`src/rtl/cdb_pkg.sv`:
```
// Purpose: shared constants and carriers of the core debug block
// Assumes: 32-bit AXI4-Lite register access, one 250 MHz clock
// Notes: serial frame is 40 bits, msb first, both directions
package cdb_pkg;
  localparam int CDB_DW = 32;
  localparam int CDB_AW = 8;
  localparam int CDB_NBP = 9;
  localparam int CDB_NPC = 4;
  localparam int CDB_IDXW = 4;
  // register byte offsets
  localparam logic [7:0] CDB_OFF_ADDR = 8'h00;
  localparam logic [7:0] CDB_OFF_ADDR_MASK = 8'h04;
  localparam logic [7:0] CDB_OFF_DATA = 8'h08;
  localparam logic [7:0] CDB_OFF_DATA_MASK = 8'h0C;
  localparam logic [7:0] CDB_OFF_PC0 = 8'h10;
  localparam logic [7:0] CDB_OFF_PC_MASK = 8'h20;
  localparam logic [7:0] CDB_OFF_CTRL = 8'h24;
  localparam logic [7:0] CDB_OFF_STAT = 8'h28;
  localparam logic [7:0] CDB_OFF_CRIT = 8'h2C;
  localparam logic [7:0] CDB_OFF_INT_STAT = 8'h30;
  localparam logic [7:0] CDB_OFF_INT_EN = 8'h34;
  localparam logic [7:0] CDB_OFF_INT_CLR = 8'h38;
  // serial register indices
  localparam logic [3:0] CDB_IDX_PC_MASK = 4'h8;
  localparam logic [3:0] CDB_IDX_CTRL = 4'h9;
  localparam logic [3:0] CDB_IDX_STAT = 4'hA;
  localparam logic [3:0] CDB_IDX_CRIT = 4'hB;
  // control field positions
  localparam int CDB_CTL_EA = 0;
  localparam int CDB_CTL_ED = 1;
  localparam int CDB_CTL_EP = 2;
  localparam int CDB_CTL_TWO = 3;
  localparam int CDB_CTL_HALT = 4;
  localparam int CDB_CTL_ARM = 5;
  localparam int CDB_CTL_W = 6;
  // interrupt status bits
  localparam int CDB_INT_FIRE = 0;
  localparam int CDB_INT_LVL1 = 1;
  localparam int CDB_INT_HALT = 2;
  localparam int CDB_INT_SER = 3;
  localparam int CDB_INT_W = 4;
  // reset values
  localparam logic [31:0] CDB_RST_MASK = 32'hFFFF_FFFF;
  localparam logic [31:0] CDB_RST_ZERO = 32'h0000_0000;
  localparam logic [2:0] CDB_RST_CRIT = 3'h7;
  localparam logic [3:0] CDB_PST_HALTED = 4'hF;
  // serial frame
  localparam int CDB_FRAME = 40;
  localparam logic [7:0] CDB_SER_OK = 8'hA5;
  localparam int CDB_NIB = 8;
  // axi answers
  localparam logic [1:0] CDB_RESP_OKAY = 2'b00;
  localparam logic [1:0] CDB_RESP_SLVERR = 2'b10;

  typedef struct packed {
    logic [31:0] addr;
    logic addr_valid;
    logic [31:0] data;
    logic data_valid;
    logic [31:0] pc;
    logic pc_valid;
  } cdb_obs_t;

  typedef struct packed {
    logic [3:0] status;
    logic tgt_valid;
    logic [31:0] tgt;
  } cdb_trace_t;

  typedef struct packed {
    logic valid;
    logic we;
    logic [3:0] idx;
    logic [31:0] wdata;
  } cdb_ser_req_t;

  typedef enum logic [2:0] {
    CDB_TR_L1 = 3'b001,
    CDB_TR_L2 = 3'b010,
    CDB_TR_DONE = 3'b100
  } cdb_trig_t;
endpackage : cdb_pkg

```
`src/rtl/cdb_top.sv`:
```
// Purpose: breakpoint triggers, trace port and debug serial access
// Assumes: core signals on ref_clk_i; serial pins are asynchronous
// Notes: supervisor access is an AXI access with prot[0] set
// What this block does
// - nine 32-bit breakpoint registers: address, data, four pc, masks
// - registers reachable from serial channel and supervisor bus access
// - triggers combine address, data, pc; one or two levels
// - fired trigger halts the core or raises a debug interrupt
// - critical interrupts still pass while a debug interrupt runs
// - drive 4-bit status bus and 4-bit debug data bus
// - status and branch targets with trace clock each cycle
// - all-status output is the AND of the four status bits
// - status bus reads 1111 while the core is halted
// - trace buses and trace clock exist only on the full package
// - serial channel and all-status output exist on every package
`timescale 1ns/1ns
`default_nettype none
module cdb_top
  import cdb_pkg::*;
#(
  parameter bit FULL_TRACE = 1'b1,
  parameter int IRQ_LVLS = 7
) (
  input wire logic ref_clk_i, // core clock
  input wire logic nrst_i, // async reset, active low
  input wire logic [7:0] s_axi_awaddr, // write address
  input wire logic [2:0] s_axi_awprot, // write protection
  input wire logic s_axi_awvalid, // write address valid
  output logic s_axi_awready, // write address ready
  input wire logic [31:0] s_axi_wdata, // write data
  input wire logic [3:0] s_axi_wstrb, // write byte strobes
  input wire logic s_axi_wvalid, // write data valid
  output logic s_axi_wready, // write data ready
  output logic [1:0] s_axi_bresp, // write response
  output logic s_axi_bvalid, // write response valid
  input wire logic s_axi_bready, // write response ready
  input wire logic [7:0] s_axi_araddr, // read address
  input wire logic [2:0] s_axi_arprot, // read protection
  input wire logic s_axi_arvalid, // read address valid
  output logic s_axi_arready, // read address ready
  output logic [31:0] s_axi_rdata, // read data
  output logic [1:0] s_axi_rresp, // read response
  output logic s_axi_rvalid, // read data valid
  input wire logic s_axi_rready, // read data ready
  input wire cdb_obs_t obs_i, // core bus and pc observation
  input wire cdb_trace_t trace_i, // core execution status and targets
  input wire logic core_halted_i, // core is halted
  input wire logic emu_mode_i, // core is in debug interrupt handler
  input wire logic [IRQ_LVLS-1:0] irq_pend_i, // pending irq by level
  output logic [IRQ_LVLS-1:0] irq_allow_o, // levels the core may take
  output logic halt_req_o, // one-cycle halt request
  output logic dbg_irq_o, // one-cycle debug interrupt request
  input wire logic debug_serial_clock, // serial clock from tool
  input wire logic debug_serial_in, // serial data from tool
  output logic debug_serial_out, // serial data to tool
  output logic [3:0] processor_status_bus, // trace status
  output logic [3:0] debug_data_bus, // trace data nibbles
  output logic trace_clock_out, // trace clock
  output logic all_status_halted, // AND of status bits
  output logic irq_o // block interrupt
);
  initial begin
    if (IRQ_LVLS < 1 || IRQ_LVLS > 8) $error("IRQ_LVLS out of range");
  end

  logic [31:0] bp_q [CDB_NBP];
  logic [CDB_CTL_W-1:0] ctrl_q;
  logic [2:0] crit_q;
  logic [CDB_INT_W-1:0] int_stat_q;
  logic [CDB_INT_W-1:0] int_en_q;
  cdb_trig_t tr_q;
  cdb_trig_t tr_d;
  cdb_ser_req_t ser_req;
  logic halted_q;
  logic [31:0] rdata_q;
  logic [1:0] rresp_q;

  function automatic logic [31:0] rd_word(input logic [3:0] idx,
      input logic [31:0] bp [CDB_NBP], input logic [CDB_CTL_W-1:0] ctl,
      input cdb_trig_t tr, input logic hlt, input logic [2:0] crit);
    logic [31:0] w;
    w = '0;
    if (idx <= CDB_IDX_PC_MASK) w = bp[idx];
    else if (idx == CDB_IDX_CTRL) w = 32'(ctl);
    else if (idx == CDB_IDX_STAT) w = {28'h000_0000, hlt, tr};
    else if (idx == CDB_IDX_CRIT) w = 32'(crit);
    return w;
  endfunction : rd_word

  // serial channel, present on every package
  wire [31:0] ser_rdata = ser_req.we ? ser_req.wdata :
    rd_word(ser_req.idx, bp_q, ctrl_q, tr_q, halted_q, crit_q);
  cdb_serial u_serial (
    .ref_clk_i(ref_clk_i),
    .nrst_i(nrst_i),
    .ser_clk_i(debug_serial_clock),
    .ser_in_i(debug_serial_in),
    .rdata_i(ser_rdata),
    .req_o(ser_req),
    .ser_out_o(debug_serial_out)
  );
  wire ser_wr = ser_req.valid & ser_req.we;

  // bus slave decode
  wire aw_go = s_axi_awvalid & s_axi_wvalid & ~s_axi_bvalid & ~ser_wr;
  wire ar_go = s_axi_arvalid & ~s_axi_rvalid;
  wire w_sup = s_axi_awprot[0];
  wire r_sup = s_axi_arprot[0];
  wire [3:0] w_idx = s_axi_awaddr[5:2];
  wire [3:0] r_idx = s_axi_araddr[5:2];
  wire w_int = (s_axi_awaddr == CDB_OFF_INT_EN) |
               (s_axi_awaddr == CDB_OFF_INT_CLR);
  wire w_map = (s_axi_awaddr[1:0] == 2'b00) &
               ((s_axi_awaddr <= CDB_OFF_CRIT) | w_int);
  wire w_cfg = aw_go & w_sup & (s_axi_awaddr <= CDB_OFF_CRIT) &
               (s_axi_awaddr[1:0] == 2'b00) & (s_axi_awaddr != CDB_OFF_STAT);
  wire r_map = (s_axi_araddr[1:0] == 2'b00) &
               (s_axi_araddr <= CDB_OFF_INT_EN);
  wire [31:0] strb_mask = {{8{s_axi_wstrb[3]}}, {8{s_axi_wstrb[2]}},
                           {8{s_axi_wstrb[1]}}, {8{s_axi_wstrb[0]}}};
  wire [31:0] axi_cur =
    rd_word(w_idx, bp_q, ctrl_q, tr_q, halted_q, crit_q);
  wire [31:0] axi_wval = (axi_cur & ~strb_mask) | (s_axi_wdata & strb_mask);
  wire wr_en = ser_wr | w_cfg;
  wire [3:0] wr_idx = ser_wr ? ser_req.idx : w_idx;
  wire [31:0] wr_val = ser_wr ? ser_req.wdata : axi_wval;
  wire [31:0] r_word =
    (s_axi_araddr == CDB_OFF_INT_STAT) ? 32'(int_stat_q) :
    (s_axi_araddr == CDB_OFF_INT_EN) ? 32'(int_en_q) :
    rd_word(r_idx, bp_q, ctrl_q, tr_q, halted_q, crit_q);

  // breakpoint and control registers; serial wins a same-cycle write
  genvar gi;
  for (gi = 0; gi < CDB_NBP; gi++) begin : g_bp
    always_ff @(posedge ref_clk_i or negedge nrst_i) begin
      if (!nrst_i) begin
        bp_q[gi] <= (gi == 1 || gi == 3 || gi == 8) ?
                    CDB_RST_MASK : CDB_RST_ZERO;
      end else if (wr_en && wr_idx == 4'(gi)) begin
        bp_q[gi] <= wr_val;
      end
    end
  end

  wire ctrl_wr = wr_en & (wr_idx == CDB_IDX_CTRL);
  always_ff @(posedge ref_clk_i or negedge nrst_i) begin
    if (!nrst_i) begin
      ctrl_q <= '0;
      crit_q <= CDB_RST_CRIT;
    end else begin
      if (ctrl_wr) ctrl_q <= wr_val[CDB_CTL_W-1:0];
      if (wr_en && wr_idx == CDB_IDX_CRIT) crit_q <= wr_val[2:0];
    end
  end

  // match logic
  wire a_hit = obs_i.addr_valid &
    (((obs_i.addr ^ bp_q[0]) & bp_q[1]) == 32'h0000_0000);
  wire d_hit = obs_i.data_valid &
    (((obs_i.data ^ bp_q[2]) & bp_q[3]) == 32'h0000_0000);
  logic [CDB_NPC-1:0] pc_hits;
  for (gi = 0; gi < CDB_NPC; gi++) begin : g_pc
    assign pc_hits[gi] = obs_i.pc_valid &
      (((obs_i.pc ^ bp_q[4+gi]) & bp_q[8]) == 32'h0000_0000);
  end
  wire p_hit = |pc_hits;
  wire ea = ctrl_q[CDB_CTL_EA];
  wire ed = ctrl_q[CDB_CTL_ED];
  wire ep = ctrl_q[CDB_CTL_EP];
  wire ad_any = ea | ed;
  wire ad_cond = ad_any & (~ea | a_hit) & (~ed | d_hit);
  wire one_cond = (ad_any | ep) & (~ea | a_hit) & (~ed | d_hit) &
                  (~ep | p_hit);
  wire two = ctrl_q[CDB_CTL_TWO];
  wire armed = ctrl_q[CDB_CTL_ARM];
  wire lvl1_hit = (tr_q == CDB_TR_L1) & armed & two & ep & p_hit;
  wire fire = armed & ~ctrl_wr &
    (((tr_q == CDB_TR_L1) & ~two & one_cond) |
     ((tr_q == CDB_TR_L2) & ad_cond));

  always_comb begin
    tr_d = tr_q;
    case (tr_q)
      CDB_TR_L1: begin
        if (fire) tr_d = CDB_TR_DONE;
        else if (lvl1_hit) tr_d = CDB_TR_L2;
      end
      CDB_TR_L2: begin
        if (fire) tr_d = CDB_TR_DONE;
      end
      CDB_TR_DONE: tr_d = CDB_TR_DONE;
      default: tr_d = CDB_TR_L1;
    endcase
    if (ctrl_wr) tr_d = CDB_TR_L1;
  end

  always_ff @(posedge ref_clk_i or negedge nrst_i) begin
    if (!nrst_i) begin
      tr_q <= CDB_TR_L1;
      halt_req_o <= 1'b0;
      dbg_irq_o <= 1'b0;
      halted_q <= 1'b0;
    end else begin
      tr_q <= tr_d;
      halt_req_o <= fire & ctrl_q[CDB_CTL_HALT];
      dbg_irq_o <= fire & ~ctrl_q[CDB_CTL_HALT];
      halted_q <= core_halted_i;
    end
  end

  // critical levels stay open inside the debug interrupt handler
  logic [IRQ_LVLS-1:0] crit_open;
  for (gi = 0; gi < IRQ_LVLS; gi++) begin : g_irq
    assign crit_open[gi] = (3'(gi) >= crit_q);
  end
  always_ff @(posedge ref_clk_i or negedge nrst_i) begin
    if (!nrst_i) irq_allow_o <= '0;
    else irq_allow_o <= emu_mode_i ? (irq_pend_i & crit_open) : irq_pend_i;
  end

  // interrupt status: set wins over clear
  wire [CDB_INT_W-1:0] ev = {ser_req.valid, core_halted_i & ~halted_q,
                             lvl1_hit, fire};
  wire clr_go = aw_go & w_sup & (s_axi_awaddr == CDB_OFF_INT_CLR);
  wire [CDB_INT_W-1:0] clr = clr_go ? s_axi_wdata[CDB_INT_W-1:0] : '0;
  always_ff @(posedge ref_clk_i or negedge nrst_i) begin
    if (!nrst_i) begin
      int_stat_q <= '0;
      int_en_q <= '0;
      irq_o <= 1'b0;
    end else begin
      int_stat_q <= (int_stat_q & ~clr) | ev;
      if (aw_go && w_sup && s_axi_awaddr == CDB_OFF_INT_EN)
        int_en_q <= s_axi_wdata[CDB_INT_W-1:0];
      irq_o <= |(((int_stat_q & ~clr) | ev) & int_en_q);
    end
  end

  // bus answers, one cycle after the request is taken
  always_ff @(posedge ref_clk_i or negedge nrst_i) begin
    if (!nrst_i) begin
      s_axi_bvalid <= 1'b0;
      s_axi_bresp <= CDB_RESP_OKAY;
      s_axi_rvalid <= 1'b0;
      rdata_q <= '0;
      rresp_q <= CDB_RESP_OKAY;
    end else begin
      if (aw_go) begin
        s_axi_bvalid <= 1'b1;
        s_axi_bresp <= (w_sup & w_map & (s_axi_awaddr != CDB_OFF_STAT)) ?
                       CDB_RESP_OKAY : CDB_RESP_SLVERR;
      end else if (s_axi_bready) s_axi_bvalid <= 1'b0;
      if (ar_go) begin
        s_axi_rvalid <= 1'b1;
        rdata_q <= (r_sup & r_map) ? r_word : 32'h0000_0000;
        rresp_q <= (r_sup & r_map) ? CDB_RESP_OKAY : CDB_RESP_SLVERR;
      end else if (s_axi_rready) s_axi_rvalid <= 1'b0;
    end
  end
  assign s_axi_awready = aw_go;
  assign s_axi_wready = aw_go;
  assign s_axi_arready = ar_go;
  assign s_axi_rdata = rdata_q;
  assign s_axi_rresp = rresp_q;

  // trace port: status each cycle, targets as eight nibbles low first
  logic [31:0] nib_q;
  logic [3:0] nib_cnt_q;
  logic [3:0] pst_q;
  logic [3:0] dd_q;
  logic tclk_q;
  logic all_q;
  wire nib_busy = (nib_cnt_q != 4'h0);
  wire [3:0] pst_d = core_halted_i ? CDB_PST_HALTED : trace_i.status;
  always_ff @(posedge ref_clk_i or negedge nrst_i) begin
    if (!nrst_i) begin
      nib_q <= '0;
      nib_cnt_q <= '0;
      pst_q <= '0;
      dd_q <= '0;
      tclk_q <= 1'b0;
      all_q <= 1'b0;
    end else begin
      all_q <= &pst_d;
      if (FULL_TRACE) begin
        pst_q <= pst_d;
        tclk_q <= ~tclk_q;
        if (nib_busy) begin
          dd_q <= nib_q[3:0];
          nib_q <= {4'h0, nib_q[31:4]};
          nib_cnt_q <= nib_cnt_q - 4'h1;
        end else if (trace_i.tgt_valid) begin
          dd_q <= trace_i.tgt[3:0];
          nib_q <= {4'h0, trace_i.tgt[31:4]};
          nib_cnt_q <= 4'(CDB_NIB - 1);
        end else begin
          dd_q <= 4'h0;
        end
      end
    end
  end
  assign processor_status_bus = pst_q;
  assign debug_data_bus = dd_q;
  assign trace_clock_out = tclk_q;
  assign all_status_halted = all_q;
endmodule : cdb_top
`default_nettype wire

```
`src/rtl/cdb_serial.sv`:
```
// Purpose: three-wire debug serial channel, tool drives the clock
// Assumes: serial clock far slower than ref_clk_i, sampled as a level
// Notes: bits taken on clock rise, answer bits change on clock fall
`timescale 1ns/1ns
`default_nettype none
module cdb_serial
  import cdb_pkg::*;
(
  input wire logic ref_clk_i, // core clock
  input wire logic nrst_i, // async reset, active low
  input wire logic ser_clk_i, // debug_serial_clock pin
  input wire logic ser_in_i, // serial input pin
  input wire logic [31:0] rdata_i, // read word for the request index
  output cdb_ser_req_t req_o, // one-cycle register request
  output logic ser_out_o // debug_serial_out pin
);
  logic [1:0] clk_sq;
  logic [1:0] din_sq;
  logic clk_prev_q;
  logic [39:0] in_q;
  logic [39:0] out_q;
  logic [5:0] cnt_q;
  logic ser_out_q;
  wire rise = clk_sq[1] & ~clk_prev_q;
  wire fall = ~clk_sq[1] & clk_prev_q;
  wire last = (cnt_q == 6'(CDB_FRAME - 1));
  wire [39:0] frame = {in_q[38:0], din_sq[1]};

  always_ff @(posedge ref_clk_i or negedge nrst_i) begin
    if (!nrst_i) begin
      clk_sq <= 2'b00;
      din_sq <= 2'b00;
      clk_prev_q <= 1'b0;
    end else begin
      clk_sq <= {clk_sq[0], ser_clk_i};
      din_sq <= {din_sq[0], ser_in_i};
      clk_prev_q <= clk_sq[1];
    end
  end

  // the tool clocks one bit per serial clock
  always_ff @(posedge ref_clk_i or negedge nrst_i) begin
    if (!nrst_i) begin
      in_q <= '0;
      cnt_q <= '0;
      req_o <= '0;
    end else begin
      req_o.valid <= rise & last;
      if (rise) begin
        in_q <= frame;
        cnt_q <= last ? 6'd0 : cnt_q + 6'd1;
        if (last) begin
          req_o.we <= frame[39];
          req_o.idx <= frame[35:32];
          req_o.wdata <= frame[31:0];
        end
      end
    end
  end

  always_ff @(posedge ref_clk_i or negedge nrst_i) begin
    if (!nrst_i) begin
      out_q <= '0;
      ser_out_q <= 1'b0;
    end else if (req_o.valid) begin
      out_q <= {CDB_SER_OK, rdata_i};
    end else if (fall) begin
      ser_out_q <= out_q[39];
      out_q <= {out_q[38:0], 1'b0};
    end
  end

  assign ser_out_o = ser_out_q;
endmodule : cdb_serial
`default_nettype wire

```
`config.mk`:
```
export PLATFORM = sky130hd
export DESIGN_NAME = cdb_top
export DESIGN_NICKNAME = d
export VERILOG_FILES = /design/src/rtl/cdb_pkg.sv /design/src/rtl/cdb_top.sv /design/src/rtl/cdb_serial.sv
export SDC_FILE = /design/constraint.sdc
export NUM_CORES = 1
export LEC_CHECK = 0
export CAP_MARGIN = 20
export CORE_MARGIN = 8
export CORE_UTILIZATION = 34
export DETAILED_ROUTE_END_ITERATION = 7
export DONT_BUFFER_PORTS = 1
export GPL_TIMING_DRIVEN = 0
export PLACE_DENSITY_LB_ADDON = 0.1
export RECOVER_POWER = 100
export SLEW_MARGIN = 0
export SYNTH_ARGS = -nofsm -noshare
export SYNTH_HDL_FRONTEND = slang
export SYNTH_HIERARCHICAL = 1
export SYNTH_SLANG_ARGS = --single-unit
```
`constraint.sdc`:
```
create_clock -name ref_clk_i -period 2.7 [get_ports ref_clk_i]
set_input_delay 0 -clock ref_clk_i [delete_from_list [all_inputs] [get_ports ref_clk_i]]
set_output_delay 0 -clock ref_clk_i [all_outputs]
set_load 0.02 [all_outputs]
```
# After elaboration in Yosys (flattened, before gate mapping)
# Index checks and enable logic that the tools add are counted.
[totals]
reg_bits = 532
[op_classes]
n_addsub = 2
order_cmp = 15
eq_ne = 30
n_mux = 50
bitwise_logic = 89
n_reduce_logical = 32
[op_table]
columns = ["operator", "n"]
rows = [
  ["$mux 32", 19],
  ["$bmux 32 s4", 3],
  ["$and 32x32->32", 8],
  ["$logic_not 32->1", 6],
  ["$xor 32x32->32", 6],
  ["$mux 40", 2],
  ["$eq 4x4->1 const B", 12],
  ["$and 1x1->1", 42],
  ["$mux 4", 9],
  ["$eq 8x6->1 const B", 4],
  ["$not 32->32", 1],
  ["$or 32x32->32", 1],
  ["$mux 3", 7],
  ["$eq 4x3->1 const B", 4],
  ["$le 8x6->1 const B", 2],
  ["$ge 5x5->1 const B", 3],
  ["$not 4->5", 3],
  ["$not 1->1", 14],
  ["$le 4x4->1 const B", 3],
  ["$logic_and 1x1->1", 12],
  ["$mux 6", 2],
  ["$ge 3x3->1 const A", 3],
  ["$or 1x1->1", 9],
  ["$pmux 3 s3", 1],
  ["27 further kinds", 42],
]

# Longest topological paths before layout
# Gate-level depths: netlist (run 1).
[logic_depth]
depth_word = 15
depth_mapped = 12
mapped_depth_nobuf = 8

# Hierarchy
# Netlist (run 1), hierarchy kept.
[by_module_without_submodules]
columns = ["mod", "n_inst", "cells_per_inst", "area_each_um2", "seq_area_each_um2"]
rows = [
  ["cdb_top", 1, 2493, 25792.2, 10059.6],
  ["cdb_serial", 1, 377, 5123.7, 3228.1],
]

# Worst setup path before layout (run 1)
# OpenSTA, ideal clock, no wires.
[synth_path]
path_kind = "reg2reg"
startpoint = "reg u_serial/req_o[36] (netlist bit)"
endpoint = "reg bp_q[77] (netlist bit)"
setup_ns = 0.135
t_arrival_ns = 2.114
t_required_ns = 2.565
setup_slack_ns = 0.452
stages_incl_launch_ff = 11
synth_period_minus_slack_ns = 2.248
cell_sequence = "dfrtp_1 > clkbuf_1 > and2_4 > nor3_4 > nand2_2 > o31ai_4 > a21bo_2 > buf_4 > clkbuf_1 > nand2_1 > o21ai_0"
[synth_between]
elab_chain_cells = 9
elab_cells_between_ends = 12
cone_classes = "1 x eq/ne; 2 x mux; 8 x bitwise; 1 x reduce/logical"
[synth_rtl]
columns = ["item", "line_no", "text"]
rows = [
  ["start, declared", "cdb_serial.sv:14", "output cdb_ser_req_t req_o,"],
  ["$and 1x1->1", "cdb_top.sv:102", "wire ser_wr = ser_req.valid & ser_req.we;"],
  ["$not 1->1", "cdb_top.sv:105", "wire aw_go = s_axi_awvalid & s_axi_wvalid & ~s_axi_bvalid & ~ser_wr;"],
  ["$and 1x1->1", "cdb_top.sv:105", ""],
  ["via s_axi_awready", "cdb_top.sv:29", "output logic s_axi_awready,"],
  ["$and 1x1->1 (3 in series)", "cdb_top.sv:115", "wire w_cfg = aw_go & w_sup & (s_axi_awaddr <= CDB_OFF_CRIT) &"],
  ["$and 1x1->1", "cdb_top.sv:116", "(s_axi_awaddr[1:0] == 2'b00) & (s_axi_awaddr != CDB_OFF_STAT);"],
  ["$or 1x1->1", "cdb_top.sv:124", "wire wr_en = ser_wr | w_cfg;"],
  ["$logic_and 1x1->1", "cdb_top.sv:139", "end else if (wr_en && wr_idx == 4'(gi)) begin"],
  ["end signal, assigned by index", "cdb_top.sv:137", "bp_q[gi] <= (gi == 1 || gi == 3 || gi == 8) ?"],
  ["end signal, assigned by index", "cdb_top.sv:140", "bp_q[gi] <= wr_val;"],
  ["end, declared", "cdb_top.sv:66", "logic [31:0] bp_q [CDB_NBP];"],
]
# The timed path passes the listed nets, and every way through them passes these cells.
# A chain may end at the register's enable or synchronous reset.

# Worst setup path after layout (run 1)
[layout_path]
startpoint = "reg bp_q[283] (netlist bit)"
endpoint = "reg irq_o"
[layout_between]
elab_chain_cells = 14
elab_cells_between_ends = 17
cone_classes = "15 x bitwise; 2 x reduce/logical"
[layout_rtl]
columns = ["item", "line_no", "text"]
rows = [
  ["$xor 32x32->32 *", "cdb_top.sv:158", "(((obs_i.addr ^ bp_q[0]) & bp_q[1]) == 32'h0000_0000);"],
  ["$and 32x32->32 *", "cdb_top.sv:158", ""],
  ["$logic_not 32->1 *", "cdb_top.sv:158", ""],
  ["$and 1x1->1 *", "cdb_top.sv:157", "wire a_hit = obs_i.addr_valid &"],
  ["$or 1x1->1 *", "cdb_top.sv:171, cdb_top.sv:172", ""],
  ["$and 1x1->1 (3 in series)", "cdb_top.sv:172", "wire one_cond = (ad_any | ep) & (~ea | a_hit) & (~ed | d_hit) &"],
  ["$and 1x1->1", "cdb_top.sv:178", "(((tr_q == CDB_TR_L1) & ~two & one_cond) |"],
  ["$or 1x1->1 *", "cdb_top.sv:178", ""],
  ["$and 1x1->1 *", "cdb_top.sv:177", "wire fire = armed & ~ctrl_wr &"],
  ["$or 4x4->4 *", "cdb_top.sv:235", "irq_o <= |(((int_stat_q & ~clr) | ev) & int_en_q);"],
  ["$and 4x4->4 *", "cdb_top.sv:235", ""],
  ["$reduce_or 4->1 *", "cdb_top.sv:235", ""],
  ["end signal, assigned", "cdb_top.sv:235", ""],
  ["end, declared", "cdb_top.sv:60", "output logic irq_o"],
]
# Every way passes the cells marked *; elsewhere a longest branch is shown, timed or not.

==> results by group, run 1 <==
Outcome
  – Outcome: finished, violations left
  – Violations in the final reports: negative hold slack, max-slew violations, negative setup slack

STA
  – Hold slack: -0.906 ns
  – Fin. max-slew vios: 265
  – Min setup slack post-route: -0.124 ns
  – Worst Skew: 0.0307 ns
  – Total negative setup slack: -0.536 ns
  – Final period util: 105%
  – Final hold violation count: 480
  – FMAX: 0.354 GHz
  – Worst Tran Pin Value: 2.46 ns
  – RSZ-0062 raised after global routing: true
  – Final min period: 2.82 ns
  – Max-Slew Margin vs Limit: -64.3%
  – Final Setup Violations: 8

Route
  – Residual DRC: 0
  – Antenna viol nets, final: 0
  – DR vias: 26200
  – Final wirelength: 149000 µm
  – Drt wl/cell: 34.6 µm
  – DR pass1 iterations: 8
  – DRT iter0 DRCs: around 3100
  – Vias per cell: ~6

Global routing
  – GRT overflow: 0
  – First-pass GRT wire length: 208000 µm
  – Initial antenna violation count: 7
  – Vias in the first global route: 26100
  – Largest net degree at the start of global routing: 527
  – Global Route Usage Sum: 28.7%

Critical path
  – CP startpoint kind: flop
  – Crit path kind: reg -> reg
  – Data required time at the worst endpoint: 3.22 ns
  – Worst EP arrival: ~3.3 ns
  – CP max FO: 3
  – R2R depth: 7
  – Crit end category: flop

Power
  – Worst VDD drop: 0.000483 V
  – P per Cell Area: ~560 nW/µm²
  – Pleak: 15.6 nW

Cells and area
  – Layout Nets: 3283
  – Fin util: 40.9%
  – Share of cells above drive strength 1: 25.9%
  – Fin cells: 4307
  – P&R area growth vs syn: 18.9%
  – Fillers: between 8000 and 9000
  – Final instance area: 36800 µm²

Floorplanning
  – Row count: 110
  – Chip Width: 318 µm
  – Starting Density: 34.3%
  – CORE AREA: 90000 µm²
  – Die Area: 101000 µm²
  – Die Ht: around 320 µm
  – IO Pins: 274

Hold path
  – Class of the worst hold path: in -> async

Logic synthesis
  – Seq/Total Area, Yosys: 43.0%
  – Post-synthesis register bit count: 526
  – Synth warnings: 6
  – Synth Flop Type: dfrtp_1
  – Average footprint of a synthesized cell: 10.8 µm²
  – Netlist cell types: 84
  – Synth area leaders: dfrtp_1, mux4_2, dfstp_2
  – Number of synthesized flops with an enable pin: 0
  – Synth top area share: 34.5%
  – Synth Cell Area: 30900 µm²
  – Post-Syn Instances: 2870
  – Post-synthesis async set-or-reset flop share: between 90% and 100%
  – Cell taking the most area after synthesis: dfrtp_1

Placed design
  – Area of placed instances: 32500 µm²
  – Cells after DPL: a little over 4000
  – Port Buffers: 0
  – Gp weighted congestion: 1.00
  – Post-DP HPWL: 111000 µm

Clocking
  – CTS tree: done
  – # clock sinks: 526
  – CTS Hold Bufs: 103
  – CTS buffer count: 68
  – Root buffer cell: clkbuf_16
  – Clock Pin Slew Worst Setup and Hold Paths: 0.06 ns
  – Worst-skew pair later-pin latency: around 0.64 ns
  – Clock Path Buffers: 3
  – CTS H-Tree Depth: 3

Run
  – MaxCap Viol Count: 0
[state kept, by name, indices dropped and copies added (netlist names), 2 cells and up]
register and flops:
s_axi_rdata 32, ctrl_q 6, u_serial/clk_sq 2, debug_data_bus 4, u_serial/req_o 38, bp_q 288, u_serial/din_sq 2, u_serial/in_q 39
crit_q 3, processor_status_bus 4, u_serial/cnt_q 6, int_stat_q 4, irq_allow_o 7, u_serial/out_q 40, tr_q 3, nib_q 28
nib_cnt_q 4, int_en_q 4
[worst paths after layout]
check,startpoint,endpoint,slack (ns)
setup / recovery,bp_q[283]$_DFFE_PN0P_,irq_o$_DFF_PN0_,-0.12
min in group ref_clk_i,s_axi_araddr[5],s_axi_rdata[1]$_DFFE_PN0P_,0.01
setup reg to reg,bp_q[283]$_DFFE_PN0P_,irq_o$_DFF_PN0_,-0.12
hold / removal,nrst_i,processor_status_bus[2]$_DFF_PN0_,-0.91
max in group asynchronous,nrst_i,bp_q[144]$_DFFE_PN0P_,1.52
hold reg to reg,u_serial/clk_sq[0]$_DFF_PN0_,u_serial/clk_sq[1]$_DFF_PN0_,0.35
[per-stage QoR]
step	hold WS (ns)	worst slack, ns	power, W
6_report	-0.906	-0.124	0.0206
5_1_grt	-0.930	-0.0318	0.0213
4_1_cts	-0.920	0.000190	0.0208
3_5_place_dp	-0.253	-2.11	0.0110
3_3_place_gp	-0.252	-2.11	0.0110
2_1_floorplan	-0.296	0.452	0.0102
[layer usage]
layer  GRT usage [%]  wire length (µm)  vias to the layer above
li1                -                 -                    10800
met1            37.8             59500                    13600
met2            43.7             66000                     1491
met3            7.24             14600                      311
met4            14.2              8830                        2
met5               0                12                        -
[timing repair]
| item | in CTS | in global routing |
|---|---|---|
| pin swaps | 22 | 25 |
| endpoints found under the setup margin | 365 | 191 |
| endpoints found under the hold margin | 870 | 526 |
| buffers inserted | 19 | 12 |
| resized for setup | 161 | 65 |
[worst max-delay path, cell delays in order (launching register included)]
cell       delay [ns]
dfrtp_2          0.45
xor2_4           0.18
a222oi_1         1.06
and3_4           0.39
a2bb2oi_1        0.10
nor2b_1          0.22
o21ai_2          0.12
o211ai_1         0.19
[area by class of cell]
cell class	count	area (µm²)	share of cell area, %
Multi-Input combinational cell	2062	16700	45.4
Sequential cell	526	13300	36.2
Clock buffer	105	2050	5.59
Tap cell	1176	1470	4.00
Buffer	228	1420	3.86
Timing Repair Buffer	138	1400	3.81
Clock inverter	20	236	0.643
Inverter	45	169	0.459
Antenna cell	7	17.5	0.0476
[where the power goes]
part	internal [W]	switching, W	leakage (nW)
Clock	0.00564	0.00380	1.13
Sequential	0.00838	0.000470	6.80
Combinational	0.000962	0.00138	7.66
[synth_stat cells, types with 3 or more instances]
| library cell | number |
|---|---|
| dfstp_2 | 100 |
| a21oi_1 | 199 |
| nor3b_1 | 6 |
| and3_1 | 3 |
| mux2i_1 | 180 |
| o221ai_1 | 8 |
| xor2_1 | 192 |
| nor2b_1 | 6 |
| nand3b_1 | 10 |
| nor3_1 | 9 |
| or2_2 | 4 |
| a221oi_1 | 7 |
| o21a_1 | 3 |
| buf_4 | 35 |
| dfrtp_1 | 426 |
| a221o_1 | 4 |
| inv_1 | 43 |
| nand2_1 | 361 |
| nand2b_1 | 9 |
| o21ai_2 | 24 |
| nand4_1 | 25 |
| mux4_2 | 194 |
| xnor2_1 | 3 |
| o21ai_1 | 17 |
| a211oi_1 | 27 |
| mux2_2 | 83 |
| and2_1 | 5 |
| a311oi_1 | 4 |
| nand3_1 | 12 |
| mux2_1 | 10 |
| buf_6 | 13 |
| clkbuf_1 | 101 |
| nor4_1 | 6 |
| o211ai_1 | 4 |
| buf_2 | 65 |
| a22oi_1 | 91 |
| buf_1 | 20 |
| a22o_1 | 32 |
| o21ai_0 | 264 |
| nor2_1 | 210 |
[kinds of logic (layout without fill, tap and decap cells)]
| family | Yosys count | in the layout | synth area share [%] |
|---|---|---|---|
| AND/OR/NAND/NOR | 679 | 679 | 9.29 |
| AO/OA/AOI/OAI | 715 | 715 | 14.0 |
| other | 1 | 9 | 0.0121 |
| buffers and inverters | 283 | 536 | 4.59 |
| flip-flops | 526 | 526 | 43.0 |
| XOR/XNOR | 195 | 195 | 5.52 |
| adder cells (fa/ha/maj) | 2 | 2 | 0.0809 |
| multiplexers | 469 | 469 | 23.5 |
[cell usage in the layout (no fill, tap or decap), types with 25 or more instances in the layout]
cell type / n
dfstp_2: 100
buf_2: 63
a21oi_1: 188
o21ai_0: 263
mux4_2: 194
a22oi_2: 27
nor2_1: 210
clkbuf_1: 66
nand2_1: 357
a22oi_1: 64
mux2_2: 83
nand4_1: 25
mux2i_1: 178
buf_4: 66
dfrtp_1: 421
xor2_1: 188
dlygate4sd3_1: 103
inv_1: 42
o21ai_2: 26
clkbuf_16: 71
a22o_1: 32
Note: power is estimated with default switching activity, not from simulation.
==> inputs of run 2 (changes only) <==
--- a/config.mk
+++ b/config.mk
@@ -11,6 +11,7 @@
 export DETAILED_ROUTE_END_ITERATION = 7
 export DONT_BUFFER_PORTS = 1
 export GPL_TIMING_DRIVEN = 0
+export MAX_ROUTING_LAYER = met4
 export PLACE_DENSITY_LB_ADDON = 0.1
 export RECOVER_POWER = 100
 export SLEW_MARGIN = 0
==> constraint.sdc (replaced) <==
create_clock -name ref_clk_i -period 2.7 [get_ports ref_clk_i]
set_input_delay 0 -clock ref_clk_i [delete_from_list [all_inputs] [get_ports ref_clk_i]]
set_output_delay 0 -clock ref_clk_i [all_outputs]
set_load 0.01 [all_outputs]
==> run 2 against run 1 <==
Against the previous run:
- register-to-register slack better by 0.07 ns
- critical path depth is 2 higher
- sequential power is 0.5% lower
- the flow finishes with violations (negative hold slack, negative setup slack)
- combinational power hardly changed
- sequential share of layout area is 0.19 points higher
- core utilization is 0.22 points lower
==> results by group, run 2 (same netlist as run 1, synthesis figures left out) <==
Outcome
  – Outcome: finished, violations left
  – Violations in the final reports: negative hold slack, negative setup slack

STA
  – Worst Tran Pin Value: 1.26 ns (-1.20 ns)
  – Hold slack: -0.929 ns (-0.0232 ns)
  – Final hold violation count: 526 (+9.6%)
  – Fin. max-slew vios: 0 (-100%)
  – Max-Slew Margin vs Limit: 15.9% (+80 points)
  – RSZ-0062 raised after global routing: true
  – FMAX: 0.362 GHz (+2.4%)
  – Worst Skew: 0.0280 ns (-0.00275 ns)
  – Final min period: 2.76 ns (-0.0655 ns)
  – Min setup slack post-route: -0.0588 ns (+0.0655 ns)
  – Final period util: 102% (-2.4 points)
  – Final Setup Violations: 5 (-3)

Floorplanning
  – Die Ht: 318 µm (unchanged)
  – CORE AREA: 90000 µm² (unchanged)
  – IO Pins: 274 (unchanged)
  – Die Area: 101000 µm² (unchanged)
  – Chip Width: 318 µm (unchanged)
  – Row count: 110 (unchanged)
  – Starting Density: 34.3% (unchanged)

Cells and area
  – Most common cell after layout, fill and taps aside: dfrtp_1
  – Fillers: 8781 (-0.96%)
  – Biggest regs: bp_q x288, u_serial/out_q x40, u_serial/in_q x39
  – P&R area growth vs syn: 18.3%
  – Most frequent cells in the layout: dfrtp_1, nand2_1, o21ai_0
  – Number of flip-flops in the largest register: 288 (unchanged)
  – Largest Register: bp_q
  – Share of cells above drive strength 1: 25.1% (-0.82 points)
  – Layout Nets: 3282 (-0.030%)

Route
  – Antenna viol nets, final: 0 (unchanged)
  – Residual DRC: 0 (unchanged)
  – DRT iter0 DRCs: 2973 (-3.9%)
  – Drt wl/cell: 35.0 µm (+1.0%)
  – DR pass1 iterations: 6 (-2)
  – Final wirelength: 151000 µm (+1.0%)
  – DR vias: 26100 (-0.46%)
  – Vias per cell: 6.07 (-0.41%)

Clocking
  – CTS tree: done
  – # clock sinks: 526 (unchanged)
  – CTS buffer count: 69 (+1.5%)
  – Clock Pin Slew Worst Setup and Hold Paths: 0.06 ns (about the same)
  – Clock Path Buffers: 3 (unchanged)
  – Root buffer cell: clkbuf_16
  – CTS H-Tree Depth: 3 (unchanged)
  – Worst-skew pair later-pin latency: 0.65 ns (about the same)
  – CTS Hold Bufs: 107 (+3.9%)

Power
  – P per Cell Area: 563 nW/µm² (+0.34%)
  – Final Power: 0.0206 W (-0.20%)
  – Pleak: 15.5 nW (-0.70%)
  – Worst VDD drop: 0.000431 V (-11%)

Critical path
  – Crit path kind: reg -> reg
  – CP Buf/Inv Count: 1 (+1)
  – Delay of the slowest critical-path stage: 0.48 ns (-0.58 ns)
  – Top delay family on crit path: simple AND/OR/NAND/NOR gates
  – Crit-path cells: xor2_1 -> a22oi_1 -> nand4_1 -> nor3_4 -> a21oi_2 -> a211oi_4 -> buf_4 -> o21ai_2 -> o211ai_1
  – Crit end category: flop
  – Worst EP arrival: 3.30 ns (-0.04 ns)
  – CP max FO: 5 (+2)
  – CP startpoint kind: flop
  – Data required time at the worst endpoint: 3.24 ns (+0.02 ns)
  – RR Startpoint: bp_q[280]$_DFFE_PN0P_
  – Slowest stage cell, crit path: nor3_4
  – CP startpoint: bp_q[280]$_DFFE_PN0P_

Global routing
  – First-pass GRT wire length: 209000 µm (+0.49%)
  – Initial antenna violation count: 10 (+3)
  – GRT overflow: 0 (unchanged)
  – Global Route Usage Sum: 29.8% (+1.1 points)
  – Vias in the first global route: 26200 (+0.36%)
  – Largest net degree at the start of global routing: 527 (unchanged)

Placed design
  – Gp weighted congestion: 1.00 (+0.21%)
  – Post-DP HPWL: 112000 µm (+1.3%)
  – Port Buffers: 0 (unchanged)

Hold path
  – Class of the worst hold path: in -> async

Run
  – MaxCap Viol Count: 0 (unchanged)
[run 2: through the flow]
stage               worst slack [ns]  area [µm²]  instances  utilization [%]  setup TNS [ns]
floorplan                      0.492       30900       2871                -               0
detailed placement             -2.16       32400       4049             36.0         -186.33
finish                       -0.0588       36600       4305             40.6          -0.190
global placement               -2.10       32400       4047             36.0         -184.58
global route                 -0.0674       36600       4303             40.6           -1.09
CTS                         0.000727       36500       4293             40.6               0
[run 2: worst paths after layout]
check / to / slack (ns) / depth (start not counted)
worst max register to register: irq_o$_DFF_PN0_ / -0.06 / 9
worst min register to register: u_serial/din_sq[1]$_DFF_PN0_ / 0.35 / 0
max in group asynchronous: u_serial/req_o[36]$_DFFE_PN0P_ / 2.60 / 0
worst min-delay path: processor_status_bus[2]$_DFF_PN0_ / -0.93 / 0
min in group ref_clk_i: processor_status_bus[2]$_DFF_PN0_ / 0.03 / 2
worst max-delay path: irq_o$_DFF_PN0_ / -0.06 / 9
[run 2: power breakdown]
group / switching [W] / leakage (nW) / internal, W
logic: 0.00138 / 7.55 / 0.000963
clock network: 0.00382 / 1.12 / 0.00562
registers: 0.000428 / 6.81 / 0.00838
total: 0.00563 / 15.5 / 0.0150
[run 2: routing by layer]
layer	part of all wire (%)	up-vias	GRT usage (%)
met3	9.0	319	7.29
li1	-	10800	-
met5	0	-	-
met1	41	13600	38.0
met4	6.4	0	15.8
met2	44	1350	43.7
[run 2: layout make-up]
| type | instances | area, µm² | area share [%] |
|---|---|---|---|
| antenna | 6 | 15.0 | 0.0411 |
| buffer | 230 | 1380 | 3.78 |
| clock buffer | 112 | 2140 | 5.86 |
| clock inverter | 14 | 148 | 0.404 |
| inverter | 45 | 169 | 0.462 |
| multi-input combinational | 2062 | 16600 | 45.5 |
| sequential | 526 | 13300 | 36.3 |
| tap | 1176 | 1470 | 4.02 |
| timing repair buffer | 134 | 1310 | 3.59 |
[run 2: repair_timing]
action | 4_1_cts | 5_1_grt
resized for setup | 180 | 35
setup endpoints to repair | 357 | 135
endpoints found under the hold margin | 870 | 526
pin swaps | 18 | 15
setup buffers | 18 | 7
